===== config.mk =====
export PLATFORM = sky130hd
export DESIGN_NAME = bic_exec
export DESIGN_NICKNAME = d
export VERILOG_FILES = /design/src/rtl/bic_exec.v /design/src/rtl/bic_port_bit.v
export VERILOG_INCLUDE_DIRS = /design/src /design/src/pkg
export SDC_FILE = /design/constraint.sdc
export NUM_CORES = 1
export LEC_CHECK = 0
export BUFFER_PORTS_ARGS = -buffer_cell sky130_fd_sc_hd__buf_2
export CORE_MARGIN = 4
export CORE_UTILIZATION = 52
export DETAILED_ROUTE_END_ITERATION = 7
export HOLD_SLACK_MARGIN = 0.05
export PLACE_DENSITY_LB_ADDON = 0.3
export SLEW_MARGIN = 20
export SYNTH_ARGS = -nofsm -noshare
export SYNTH_HDL_FRONTEND = slang
export SYNTH_SLANG_ARGS = --single-unit

===== constraint.sdc =====
create_clock -name core_clk -period 1.9 [get_ports core_clk]
set_input_delay 0.38 -clock core_clk [delete_from_list [all_inputs] [get_ports core_clk]]
set_output_delay 0.38 -clock core_clk [all_outputs]
set_load 0.05 [all_outputs]

===== src/pkg/bic_map.vh =====
// Purpose: Constants for the branch and I/O instruction executor.
// Assumes: One machine cycle per enabled clock edge.
// Notes: Opcodes are first-byte codes; masks compare the upper bits.
`ifndef BIC_MAP_VH
`define BIC_MAP_VH

`define BIC_OP_BR_PORT_CLR 8'h38
`define BIC_OP_BR_PORT_SET 8'h78
`define BIC_OP_BR_TIMER_SET 8'h7C
`define BIC_OP_BR_TIMER_CLR 8'h3C
`define BIC_OP_BR_IRQ_SET 8'h7D
`define BIC_OP_BR_NO_IRQ 8'h3D
`define BIC_OP_BR_ZERO 8'h7E
`define BIC_OP_BR_NONZERO 8'h3E
`define BIC_OP_BR_CARRY_SET 8'h7F
`define BIC_OP_BR_NO_CARRY 8'h3F
`define BIC_OP_BR_FLAG_SET 8'hD0
`define BIC_OP_BR_FLAG_CLR 8'h90
`define BIC_OP_PORT_READ 8'h0C
`define BIC_OP_PORT_WRITE 8'h61
`define BIC_OP_PORT_BIT_SET 8'h04
`define BIC_OP_PORT_BIT_CLR 8'h24
`define BIC_OP_CTRL 8'h2C
`define BIC_OP_TIMER_LOAD 8'hF6
`define BIC_OP_HALT 8'hFF
`define BIC_OP_NOP 8'h00
`define BIC_OP_CLEAR_ACC 8'hC0
`define BIC_OP_LOAD_IMM_HI 4'hC
`define BIC_CTRL_SET_PFX 4'h8
`define BIC_CTRL_CLR_PFX 4'h9
`define BIC_MASK_HI4 8'hF0
`define BIC_MASK_HI6 8'hFC
`define BIC_CTRL_RST 4'h0
`define BIC_FLAGS_RST 16'h0000
`define BIC_PC_RST 12'h000
`define BIC_TIMER_RST 8'h00
`define BIC_E_JUNK 4'hF

`endif


===== src/rtl/bic_exec.v =====
// Purpose: Executes branch, port, control, timer, halt and no-op codes.
// Assumes: Fetch delivers one instruction byte per enabled cycle.
// Notes: Timer and interrupt flags are set by outside pulses.
//
// Summary of operation
// - Branch when addressed port bit is zero.
// - Branch on timer flag set, then clear it.
// - Branch on timer flag clear, clear it.
// - Branch on interrupt flag set, clear it.
// - Branch on interrupt flag clear, clear it.
// - Carry branches follow carry flag polarity.
// - Zero branches follow zero flag polarity.
// - Flag branches test one of sixteen flags.
// - Branches replace only low eight PC bits.
// - Port read loads accumulator, updates zero flag.
// - Port write drives accumulator to port.
// - Port bit set/reset touches one bit.
// - Port bit set/reset spoils E register.
// - Control register OR or clear by mask.
// - Timer load from E and accumulator, clears flag.
// - Halt only while port group A low.
// - No-op takes one cycle, only advances the PC.
// - Repeated clear or load-immediate become no-ops.
`timescale 1ns/1ps
`default_nettype none
`include "bic_map.vh"
module bic_exec (
	// Clock, reset, enable
	input wire core_clk,
	input wire rstn,
	input wire clk_en,
	// Instruction byte stream
	input wire [7:0] instr_byte,
	output wire instr_ready,
	// Program counter
	output reg [11:0] pc_reg,
	// Flag events from timer and interrupt hardware
	input wire timer_ovf_pulse,
	input wire ext_irq_pulse,
	// Flags from the ALU side
	input wire carry_flag,
	input wire [15:0] gen_flags,
	// Pointer and ports
	input wire [3:0] ptr_low_nib,
	input wire [3:0] port_in_val,
	input wire [3:0] port_group_a,
	output reg [3:0] port_out_val,
	output reg port_out_we,
	// Architectural state shown out
	output reg [3:0] work_nib_reg,
	output reg [3:0] e_reg,
	output reg zero_flag,
	output reg timer_overflow_flag,
	output reg ext_irq_flag,
	output reg [3:0] ctrl_reg,
	output reg [7:0] timer_reg,
	output reg halted
);
	// --------------------------------------------------------------
	// Reset release and state
	// --------------------------------------------------------------
	localparam ST_FETCH = 1'b0;
	localparam ST_SECOND = 1'b1;
	reg [1:0] rst_sync_reg;
	wire rst_n_int;
	reg state_reg;
	reg [7:0] op_reg;
	reg last_cla_reg;
	reg last_li_reg;
	always @(posedge core_clk or negedge rstn) begin
		if (!rstn) begin
			rst_sync_reg <= 2'b00;
		end else begin
			rst_sync_reg <= {rst_sync_reg[0], 1'b1};
		end
	end
	// The release is synchronised so no register leaves reset a cycle early.
	assign rst_n_int = rst_sync_reg[1];
	assign instr_ready = !halted;

	// --------------------------------------------------------------
	// Decode helpers
	// --------------------------------------------------------------
	// Branch on a port bit; the low two bits pick the bit.
	function is_br_port_clr;
		input [7:0] op;
		begin
			is_br_port_clr = (op & `BIC_MASK_HI6) == `BIC_OP_BR_PORT_CLR;
		end
	endfunction

	function is_br_port_set;
		input [7:0] op;
		begin
			is_br_port_set = (op & `BIC_MASK_HI6) == `BIC_OP_BR_PORT_SET;
		end
	endfunction

	// Branch on a general flag; the low nibble picks the flag.
	function is_br_flag_set;
		input [7:0] op;
		begin
			is_br_flag_set = (op & `BIC_MASK_HI4) == `BIC_OP_BR_FLAG_SET;
		end
	endfunction

	function is_br_flag_clr;
		input [7:0] op;
		begin
			is_br_flag_clr = (op & `BIC_MASK_HI4) == `BIC_OP_BR_FLAG_CLR;
		end
	endfunction

	// Branches that test and then clear the timer flag.
	function is_timer_br;
		input [7:0] op;
		begin
			is_timer_br = op == `BIC_OP_BR_TIMER_SET ||
				op == `BIC_OP_BR_TIMER_CLR;
		end
	endfunction

	// Branches that test and then clear the interrupt flag.
	function is_irq_br;
		input [7:0] op;
		begin
			is_irq_br = op == `BIC_OP_BR_IRQ_SET || op == `BIC_OP_BR_NO_IRQ;
		end
	endfunction

	// Branches on a single fixed flag.
	function is_fixed_br;
		input [7:0] op;
		begin
			is_fixed_br = is_timer_br(op) || is_irq_br(op) ||
				op == `BIC_OP_BR_ZERO || op == `BIC_OP_BR_NONZERO ||
				op == `BIC_OP_BR_CARRY_SET || op == `BIC_OP_BR_NO_CARRY;
		end
	endfunction

	// Port bit set and reset.
	function is_port_bit_set;
		input [7:0] op;
		begin
			is_port_bit_set = (op & `BIC_MASK_HI6) == `BIC_OP_PORT_BIT_SET;
		end
	endfunction

	function is_port_bit_op;
		input [7:0] op;
		begin
			is_port_bit_op = is_port_bit_set(op) ||
				(op & `BIC_MASK_HI6) == `BIC_OP_PORT_BIT_CLR;
		end
	endfunction

	// Clear shares the load-immediate pattern with a zero field.
	function is_clear_acc;
		input [7:0] op;
		begin
			is_clear_acc = op == `BIC_OP_CLEAR_ACC;
		end
	endfunction

	function is_load_imm;
		input [7:0] op;
		begin
			is_load_imm = op[7:4] == `BIC_OP_LOAD_IMM_HI && !is_clear_acc(op);
		end
	endfunction

	// Codes that take their second byte in the next machine cycle.
	function is_two_byte;
		input [7:0] op;
		begin
			is_two_byte = is_br_port_clr(op) || is_br_port_set(op) ||
				is_br_flag_set(op) || is_br_flag_clr(op) ||
				is_fixed_br(op) || op == `BIC_OP_CTRL;
		end
	endfunction

	wire port_bit;
	wire [3:0] port_upd;
	bic_port_bit u_bit (
		.port_val(port_in_val),
		.bit_idx(state_reg == ST_SECOND ? op_reg[1:0] : instr_byte[1:0]),
		.set_not_clr(is_port_bit_set(instr_byte)),
		.bit_val(port_bit),
		.port_upd(port_upd)
	);

	// --------------------------------------------------------------
	// Branch condition
	// --------------------------------------------------------------
	// Branch condition of the held first byte.
	reg cond;
	always @* begin
		cond = 1'b0;
		if (is_br_port_clr(op_reg))
			cond = !port_bit;
		else if (is_br_port_set(op_reg))
			cond = port_bit;
		else if (is_br_flag_set(op_reg))
			cond = gen_flags[op_reg[3:0]];
		else if (is_br_flag_clr(op_reg))
			cond = !gen_flags[op_reg[3:0]];
		else begin
			case (op_reg)
				`BIC_OP_BR_TIMER_SET: cond = timer_overflow_flag;
				`BIC_OP_BR_TIMER_CLR: cond = !timer_overflow_flag;
				`BIC_OP_BR_IRQ_SET: cond = ext_irq_flag;
				`BIC_OP_BR_NO_IRQ: cond = !ext_irq_flag;
				`BIC_OP_BR_CARRY_SET: cond = carry_flag;
				`BIC_OP_BR_NO_CARRY: cond = !carry_flag;
				`BIC_OP_BR_ZERO: cond = zero_flag;
				`BIC_OP_BR_NONZERO: cond = !zero_flag;
				default: cond = 1'b0;
			endcase
		end
	end

	// --------------------------------------------------------------
	// Execution
	// --------------------------------------------------------------
	// Set pulses win over the clear by an instruction in the same cycle.
	wire clr_tmf = state_reg == ST_SECOND && is_timer_br(op_reg);
	wire clr_irq = state_reg == ST_SECOND && is_irq_br(op_reg);
	wire fetch_now = state_reg == ST_FETCH && !halted;
	wire load_tm = fetch_now && instr_byte == `BIC_OP_TIMER_LOAD;

	// --------------------------------------------------------------
	// Flag events
	// --------------------------------------------------------------
	always @(posedge core_clk or negedge rst_n_int) begin
		if (!rst_n_int) begin
			timer_overflow_flag <= 1'b0;
			ext_irq_flag <= 1'b0;
		end else if (clk_en) begin
			if (timer_ovf_pulse)
				timer_overflow_flag <= 1'b1;
			else if (clr_tmf || load_tm)
				timer_overflow_flag <= 1'b0;
			if (ext_irq_pulse)
				ext_irq_flag <= 1'b1;
			else if (clr_irq)
				ext_irq_flag <= 1'b0;
		end
	end

	// --------------------------------------------------------------
	// Program counter and architectural state
	// --------------------------------------------------------------
	// Every register here holds while clk_en is low, so a stall loses nothing.
	always @(posedge core_clk or negedge rst_n_int) begin
		if (!rst_n_int) begin
			state_reg <= ST_FETCH;
			op_reg <= 8'h00;
			pc_reg <= `BIC_PC_RST;
			port_out_val <= 4'h0;
			port_out_we <= 1'b0;
			work_nib_reg <= 4'h0;
			e_reg <= 4'h0;
			zero_flag <= 1'b0;
			ctrl_reg <= `BIC_CTRL_RST;
			timer_reg <= `BIC_TIMER_RST;
			halted <= 1'b0;
			last_cla_reg <= 1'b0;
			last_li_reg <= 1'b0;
		end else if (clk_en) begin
			port_out_we <= 1'b0;
			case (state_reg)
				ST_FETCH: begin
					if (!halted) begin
						op_reg <= instr_byte;
						pc_reg <= pc_reg + 12'h001;
						last_cla_reg <= is_clear_acc(instr_byte);
						last_li_reg <= is_load_imm(instr_byte);
						if (is_two_byte(instr_byte)) begin
							state_reg <= ST_SECOND;
						end else if (is_clear_acc(instr_byte)) begin
							if (!last_cla_reg)
								work_nib_reg <= 4'h0;
						end else if (is_load_imm(instr_byte)) begin
							if (!last_li_reg)
								work_nib_reg <= instr_byte[3:0];
						end else if (instr_byte == `BIC_OP_PORT_READ) begin
							work_nib_reg <= port_in_val;
							zero_flag <= port_in_val == 4'h0;
						end else if (instr_byte == `BIC_OP_PORT_WRITE) begin
							port_out_val <= work_nib_reg;
							port_out_we <= 1'b1;
						end else if (is_port_bit_op(instr_byte)) begin
							port_out_val <= port_upd;
							port_out_we <= 1'b1;
							// The E register is scratch for this sequence.
							e_reg <= `BIC_E_JUNK;
						end else if (load_tm) begin
							timer_reg <= {e_reg, work_nib_reg};
						end else if (instr_byte == `BIC_OP_HALT) begin
							// Halting with port A active would never wake up.
							if (port_group_a == 4'h0)
								halted <= 1'b1;
						end
						// A no-op falls through with only the PC moving.
					end
				end
				ST_SECOND: begin
					state_reg <= ST_FETCH;
					if (op_reg == `BIC_OP_CTRL) begin
						if (instr_byte[7:4] == `BIC_CTRL_SET_PFX)
							ctrl_reg <= ctrl_reg | instr_byte[3:0];
						else if (instr_byte[7:4] == `BIC_CTRL_CLR_PFX)
							ctrl_reg <= ctrl_reg & ~instr_byte[3:0];
						pc_reg <= pc_reg + 12'h001;
					end else if (cond) begin
						// The PC already points past the first byte here.
						pc_reg <= {pc_reg[11:8], instr_byte};
					end else begin
						pc_reg <= pc_reg + 12'h001;
					end
				end
				default: state_reg <= ST_FETCH;
			endcase
		end
	end
endmodule // bic_exec
`default_nettype wire


===== src/rtl/bic_port_bit.v =====
// Purpose: Port bit select, test and single-bit update.
// Assumes: Bit index is the two-bit immediate field.
// Notes: Purely combinational.
`timescale 1ns/1ps
`default_nettype none
module bic_port_bit (
	// Port value and bit index
	input wire [3:0] port_val,
	input wire [1:0] bit_idx,
	input wire set_not_clr,
	// Results
	output wire bit_val,
	output wire [3:0] port_upd
);
	genvar i;
	assign bit_val = port_val[bit_idx];
	generate
		for (i = 0; i < 4; i = i + 1) begin : g_bit
			assign port_upd[i] = (bit_idx == i) ? set_not_clr : port_val[i];
		end
	endgenerate
endmodule // bic_port_bit
`default_nettype wire


==> report_table.html <==
<table>
<tr><th>Metric</th><th>Value</th></tr>
<tr><th colspan="2">Power and ir drop</th></tr>
<tr><td>Switching part of the total</td><td>0.277</td></tr>
<tr><td>Leak pwr</td><td>1.91 nW</td></tr>
<tr><td>Relative contribution of sequential cells to total power</td><td>0.516</td></tr>
<tr><td>Portion of total power attributed to the clock network</td><td>0.310</td></tr>
<tr><td>Max rail drop VDD</td><td>460 uV</td></tr>
<tr><td>Internal power</td><td>0.00150 W</td></tr>
<tr><td>Power density of the placed cells</td><td>542 mW/mm^2</td></tr>
<tr><td>Power share of the combinational group</td><td>0.174</td></tr>
<tr><td>Switch Pwr</td><td>0.000574 W</td></tr>
<tr><th colspan="2">Worst setup path</th></tr>
<tr><td>Slowest Stage Delay on Critical Path</td><td>about 540 ps</td></tr>
<tr><td>CP Launch Type</td><td>register</td></tr>
<tr><td>Reg2Reg Launch Point</td><td>state_reg</td></tr>
<tr><td>Worst reg2reg setup slack</td><td>-500 ps</td></tr>
<tr><td>Buf+Inv Stages, Crit Path</td><td>0</td></tr>
<tr><td>Maximum fanout along the worst path</td><td>5</td></tr>
<tr><td>RR Endpoint</td><td>pc_reg[1]</td></tr>
<tr><td>Slowest stage cell, crit path</td><td>sky130_fd_sc_hd__mux4_2</td></tr>
<tr><td>Crit Path Category</td><td>reg2reg</td></tr>
<tr><td>Largest delay share family, worst path</td><td>compound AO/OA/AOI/OAI gates</td></tr>
<tr><td>Arr. time, crit path</td><td>~2600 ps</td></tr>
<tr><td>Critical Path End Type</td><td>register</td></tr>
<tr><td>Required time reported for the critical path endpoint</td><td>2090 ps</td></tr>
<tr><td>Depth of the worst register-to-register path</td><td>6</td></tr>
<tr><td>Sequence of cells on the critical path</td><td>mux2i_4 -&gt; mux4_2 -&gt; o21a_1 -&gt; a211o_4 -&gt; and2_1 -&gt; a221o_1</td></tr>
<tr><th colspan="2">Synthesis</th></tr>
<tr><td>Gate Count Post-Synth</td><td>288</td></tr>
<tr><td>EDFF count, synth</td><td>0</td></tr>
<tr><td>Largest area contributor in the synthesized netlist</td><td>sky130_fd_sc_hd__dfrtp_1</td></tr>
<tr><td>Proportion of netlist area held by the largest area contributor</td><td>0.432</td></tr>
<tr><td>Post-synthesis instance area</td><td>0.00278 mm^2</td></tr>
<tr><td>Total of warnings raised by yosys</td><td>0</td></tr>
<tr><td>Post-synthesis cell type count</td><td>48</td></tr>
<tr><td>Post-Synthesis Net Count</td><td>around 330</td></tr>
<tr><td>Top cells by area in the synthesized netlist</td><td>sky130_fd_sc_hd__dfrtp_1 43%, sky130_fd_sc_hd__nand2_1 8.4%, sky130_fd_sc_hd__mux2_2 7.7%</td></tr>
<tr><td>Mapped Avg Cell Area</td><td>9.64 um^2</td></tr>
<tr><td>Share of synthesized area occupied by flip-flops and latches</td><td>0.432</td></tr>
<tr><td>Share of async-settable or async-resettable flops after synthesis</td><td>1.00</td></tr>
<tr><td>Synthesized flop and latch total</td><td>48</td></tr>
<tr><td>Most common flop cell mapped by yosys</td><td>sky130_fd_sc_hd__dfrtp_1</td></tr>
<tr><th colspan="2">Final layout</th></tr>
<tr><td>FILL cells</td><td>392</td></tr>
<tr><td>Total inserted antenna cells</td><td>0</td></tr>
<tr><td>Area of the multi-input gates</td><td>about 0.0016 mm^2</td></tr>
<tr><td>Ratio of cells with drive above 1 in the final layout</td><td>0.461</td></tr>
<tr><td>Max FFs per register</td><td>12</td></tr>
<tr><td>Area taken by flip-flops and latches</td><td>0.00121 mm^2</td></tr>
<tr><td>Final Net Count</td><td>450</td></tr>
<tr><td>Share of the core filled with cells in the final layout</td><td>0.744</td></tr>
<tr><td>Area grow syn2layout</td><td>37.7%</td></tr>
<tr><th colspan="2">Die</th></tr>
<tr><td>Chip Height</td><td>a little over 80 um</td></tr>
<tr><td>Die area</td><td>0.00657 mm^2</td></tr>
<tr><td>Chip width</td><td>81.1 um</td></tr>
<tr><td>Number of ports placed on the die boundary</td><td>84</td></tr>
<tr><td>Standard cell core area</td><td>0.00514 mm^2</td></tr>
<tr><td>Starting Density</td><td>0.540</td></tr>
<tr><td>Row cnt</td><td>26</td></tr>
<tr><th colspan="2">STA</th></tr>
<tr><td>Setup repair after global routing missed its margin</td><td>true</td></tr>
<tr><td>Post-route minimum period</td><td>2400 ps</td></tr>
<tr><td>Clock skew</td><td>6.21 ps</td></tr>
<tr><td>Relative max-transition margin</td><td>0.604</td></tr>
<tr><td>Number of pins with negative max-slew slack in the final report</td><td>0</td></tr>
<tr><td>Part of the cycle the worst path needs</td><td>1.26</td></tr>
<tr><td>Final number of hold-violating endpoints</td><td>0</td></tr>
<tr><td>Tightest Pin Transition</td><td>589 ps</td></tr>
<tr><td>Least setup slack across all paths after layout</td><td>-500 ps</td></tr>
<tr><td>Highest Clock Rate</td><td>417 MHz</td></tr>
<tr><td>Hold slack final</td><td>189 ps</td></tr>
<tr><td>Number of setup violations in the final report</td><td>19</td></tr>
<tr><th colspan="2">CTS</th></tr>
<tr><td>Source-to-sink clock delay at the later pin of the worst-skew pair</td><td>~310 ps</td></tr>
<tr><td>Clock tree from TritonCTS</td><td>built</td></tr>
<tr><td># H-tree levels</td><td>2</td></tr>
<tr><td>Clock sink total</td><td>48</td></tr>
<tr><td>Number of buffers created by CTS</td><td>5</td></tr>
<tr><td>Clock root buffer master</td><td>sky130_fd_sc_hd__clkbuf_8</td></tr>
<tr><td>Clock slew seen by the registers of the worst setup and hold paths</td><td>90 ps</td></tr>
<tr><td>Worst-case clock buffer depth</td><td>2</td></tr>
<tr><th colspan="2">Global routing</th></tr>
<tr><td>Antenna violations before repair</td><td>0</td></tr>
<tr><td>Total overflow reported by the global router</td><td>0</td></tr>
<tr><td>Number of global-route vias before repair</td><td>2731</td></tr>
<tr><td>M2 GR Usage</td><td>0.415</td></tr>
<tr><td>Global-route met3 utilization</td><td>0.0488</td></tr>
<tr><td>Largest net degree at the start of global routing</td><td>30</td></tr>
<tr><td>First-pass GRT wire length</td><td>12.6 mm</td></tr>
<tr><td>Overall global routing resource usage</td><td>0.251</td></tr>
<tr><td>GRT busiest layer</td><td>met2</td></tr>
<tr><td>Met1 capacity usage during global routing</td><td>0.312</td></tr>
<tr><th colspan="2">Routing</th></tr>
<tr><td>Number of vias in the routed layout</td><td>2831</td></tr>
<tr><td>Routed length per instance</td><td>~17 um</td></tr>
<tr><td>Initial drt markers</td><td>316</td></tr>
<tr><td>Drt total wl</td><td>8.28 mm</td></tr>
<tr><td>Number of antenna-violating nets in the routed design</td><td>0</td></tr>
<tr><td>Number of optimization iterations in the first detailed-route pass</td><td>5</td></tr>
<tr><td>Residual DRC count</td><td>0</td></tr>
<tr><td>DR vias/cell</td><td>approximately 5.9</td></tr>
<tr><th colspan="2">Placement</th></tr>
<tr><td>Worst slack after detailed placement</td><td>-667 ps</td></tr>
<tr><td>HPWL reported at the end of detailed placement</td><td>6.00 mm</td></tr>
<tr><td>GPL Wtd Cong</td><td>0.909</td></tr>
<tr><td>Port Buffer Count</td><td>79</td></tr>
<tr><th colspan="2">Hold path</th></tr>
<tr><td>Type of the tightest min-delay check</td><td>reg2async</td></tr>
<tr><th colspan="2">Outcome</th></tr>
<tr><td>Status</td><td>finished with violations</td></tr>
<tr><td>Violations in the final reports</td><td>setup timing</td></tr>
<tr><th colspan="2">Flow run</th></tr>
<tr><td>Max-cap check violation count</td><td>0</td></tr>
</table>
-- metrics by stage --
| stage | setup TNS [ps] | total power, W | instances | cell area, um^2 |
|---|---|---|---|---|
| final | -5330 | 0.00207 | 478 | 3820 |
| after global routing | -6840 | 0.00217 | 478 | 3820 |
| after CTS | -6550 | 0.00206 | 476 | 3710 |
| after detailed placement | -9410 | 0.00141 | 465 | 3550 |
| after global placement | -8160 | 0.00140 | 465 | 3550 |
| after floorplan | -5110 | 0.00126 | 288 | 2820 |
-- layout make-up --
type | count | area share
Multi-Input combinational cell | 209 | 0.410
Clock buffer | 6 | 0.0216
Clock inverter | 2 | 0.00393
Timing Repair Buffer | 132 | 0.215
Sequential cell | 48 | 0.315
Tap cell | 70 | 0.0229
Inverter | 11 | 0.0108
-- cell families after synthesis --
family / Yosys count / share of synthesized area
other cells: 1 / 0.00135
fa+ha+maj: 1 / 0.00450
flops: 48 / 0.432
mux: 31 / 0.147
compound gates: 55 / 0.148
xor+xnor: 4 / 0.0126
buf+inv: 32 / 0.0559
simple gates: 116 / 0.198
-- worst max-delay path by stage --
stage | cells past startpoint | end | from
final | 6 | pc_reg[1] | state_reg
after global routing | 6 | pc_reg[10] | op_reg[2]
after CTS | 7 | pc_reg[11] | state_reg
after detailed placement | 6 | pc_reg[10] | op_reg[2]
after global placement | 6 | pc_reg[1] | op_reg[2]
after floorplan | 8 | pc_reg[8] | state_reg
-- cells in the mapped netlist, drive strengths merged, types with 2 or more instances --
master,count
a2111oi,2
a22o,8
and3,3
or3,8
buf,12
o211ai,6
mux2i,6
a21o,2
o311ai,4
clkbuf,9
nand3,10
a21oi,7
dfrtp,48
xor2,3
nand4,3
nor2,7
mux4,6
nor3,4
nand2b,2
a211o,2
and2,2
nand2,62
a211oi,2
inv,11
o21ai,13
nor4,9
mux2,19
-- power by group through the flow --
stage	combinational [W]	sequential, W	clock [W]
after detailed placement	0.000320	0.00109	0
after global placement	0.000312	0.00109	0
final	0.000360	0.00107	0.000643
after CTS	0.000332	0.00107	0.000662
after global routing	0.000386	0.00107	0.000706
after floorplan	0.000150	0.00111	0
-- layout by cell type, fill, tap and decap left out, types with 4 or more instances in the layout --
master and instances:
sky130_fd_sc_hd__a21oi_1 7, sky130_fd_sc_hd__a22o_1 8, sky130_fd_sc_hd__buf_2 79, sky130_fd_sc_hd__buf_4 47
sky130_fd_sc_hd__buf_6 4, sky130_fd_sc_hd__clkbuf_8 6, sky130_fd_sc_hd__dfrtp_1 44, sky130_fd_sc_hd__dfrtp_2 4
sky130_fd_sc_hd__inv_1 10, sky130_fd_sc_hd__mux2_2 19, sky130_fd_sc_hd__mux2i_1 4, sky130_fd_sc_hd__mux4_2 6
sky130_fd_sc_hd__nand2_1 61, sky130_fd_sc_hd__nand3_1 10, sky130_fd_sc_hd__nor2_1 7, sky130_fd_sc_hd__nor3_1 4
sky130_fd_sc_hd__nor4_1 6, sky130_fd_sc_hd__o211ai_1 6, sky130_fd_sc_hd__o21ai_0 13, sky130_fd_sc_hd__or3_1 7
-- metal layers --
| layer | up-vias | share of wire |
|---|---|---|
| met5 | - | 0 |
| met4 | 0 | 0.037 |
| met3 | 32 | 0.074 |
| met2 | 155 | 0.51 |
| met1 | 1364 | 0.38 |
| li1 | 1280 | - |
-- what timing repair did --
action                                  in CTS  in global routing
endpoints found under the setup margin      22                 28
cloned                                       0                  1
resized for setup                            6                 18
endpoints found under the hold margin        2                  0
pin swaps                                    1                  8
hold buffers                                 1                  0
setup buffers                                2                  1
Power figures use the tool's default switching activity.
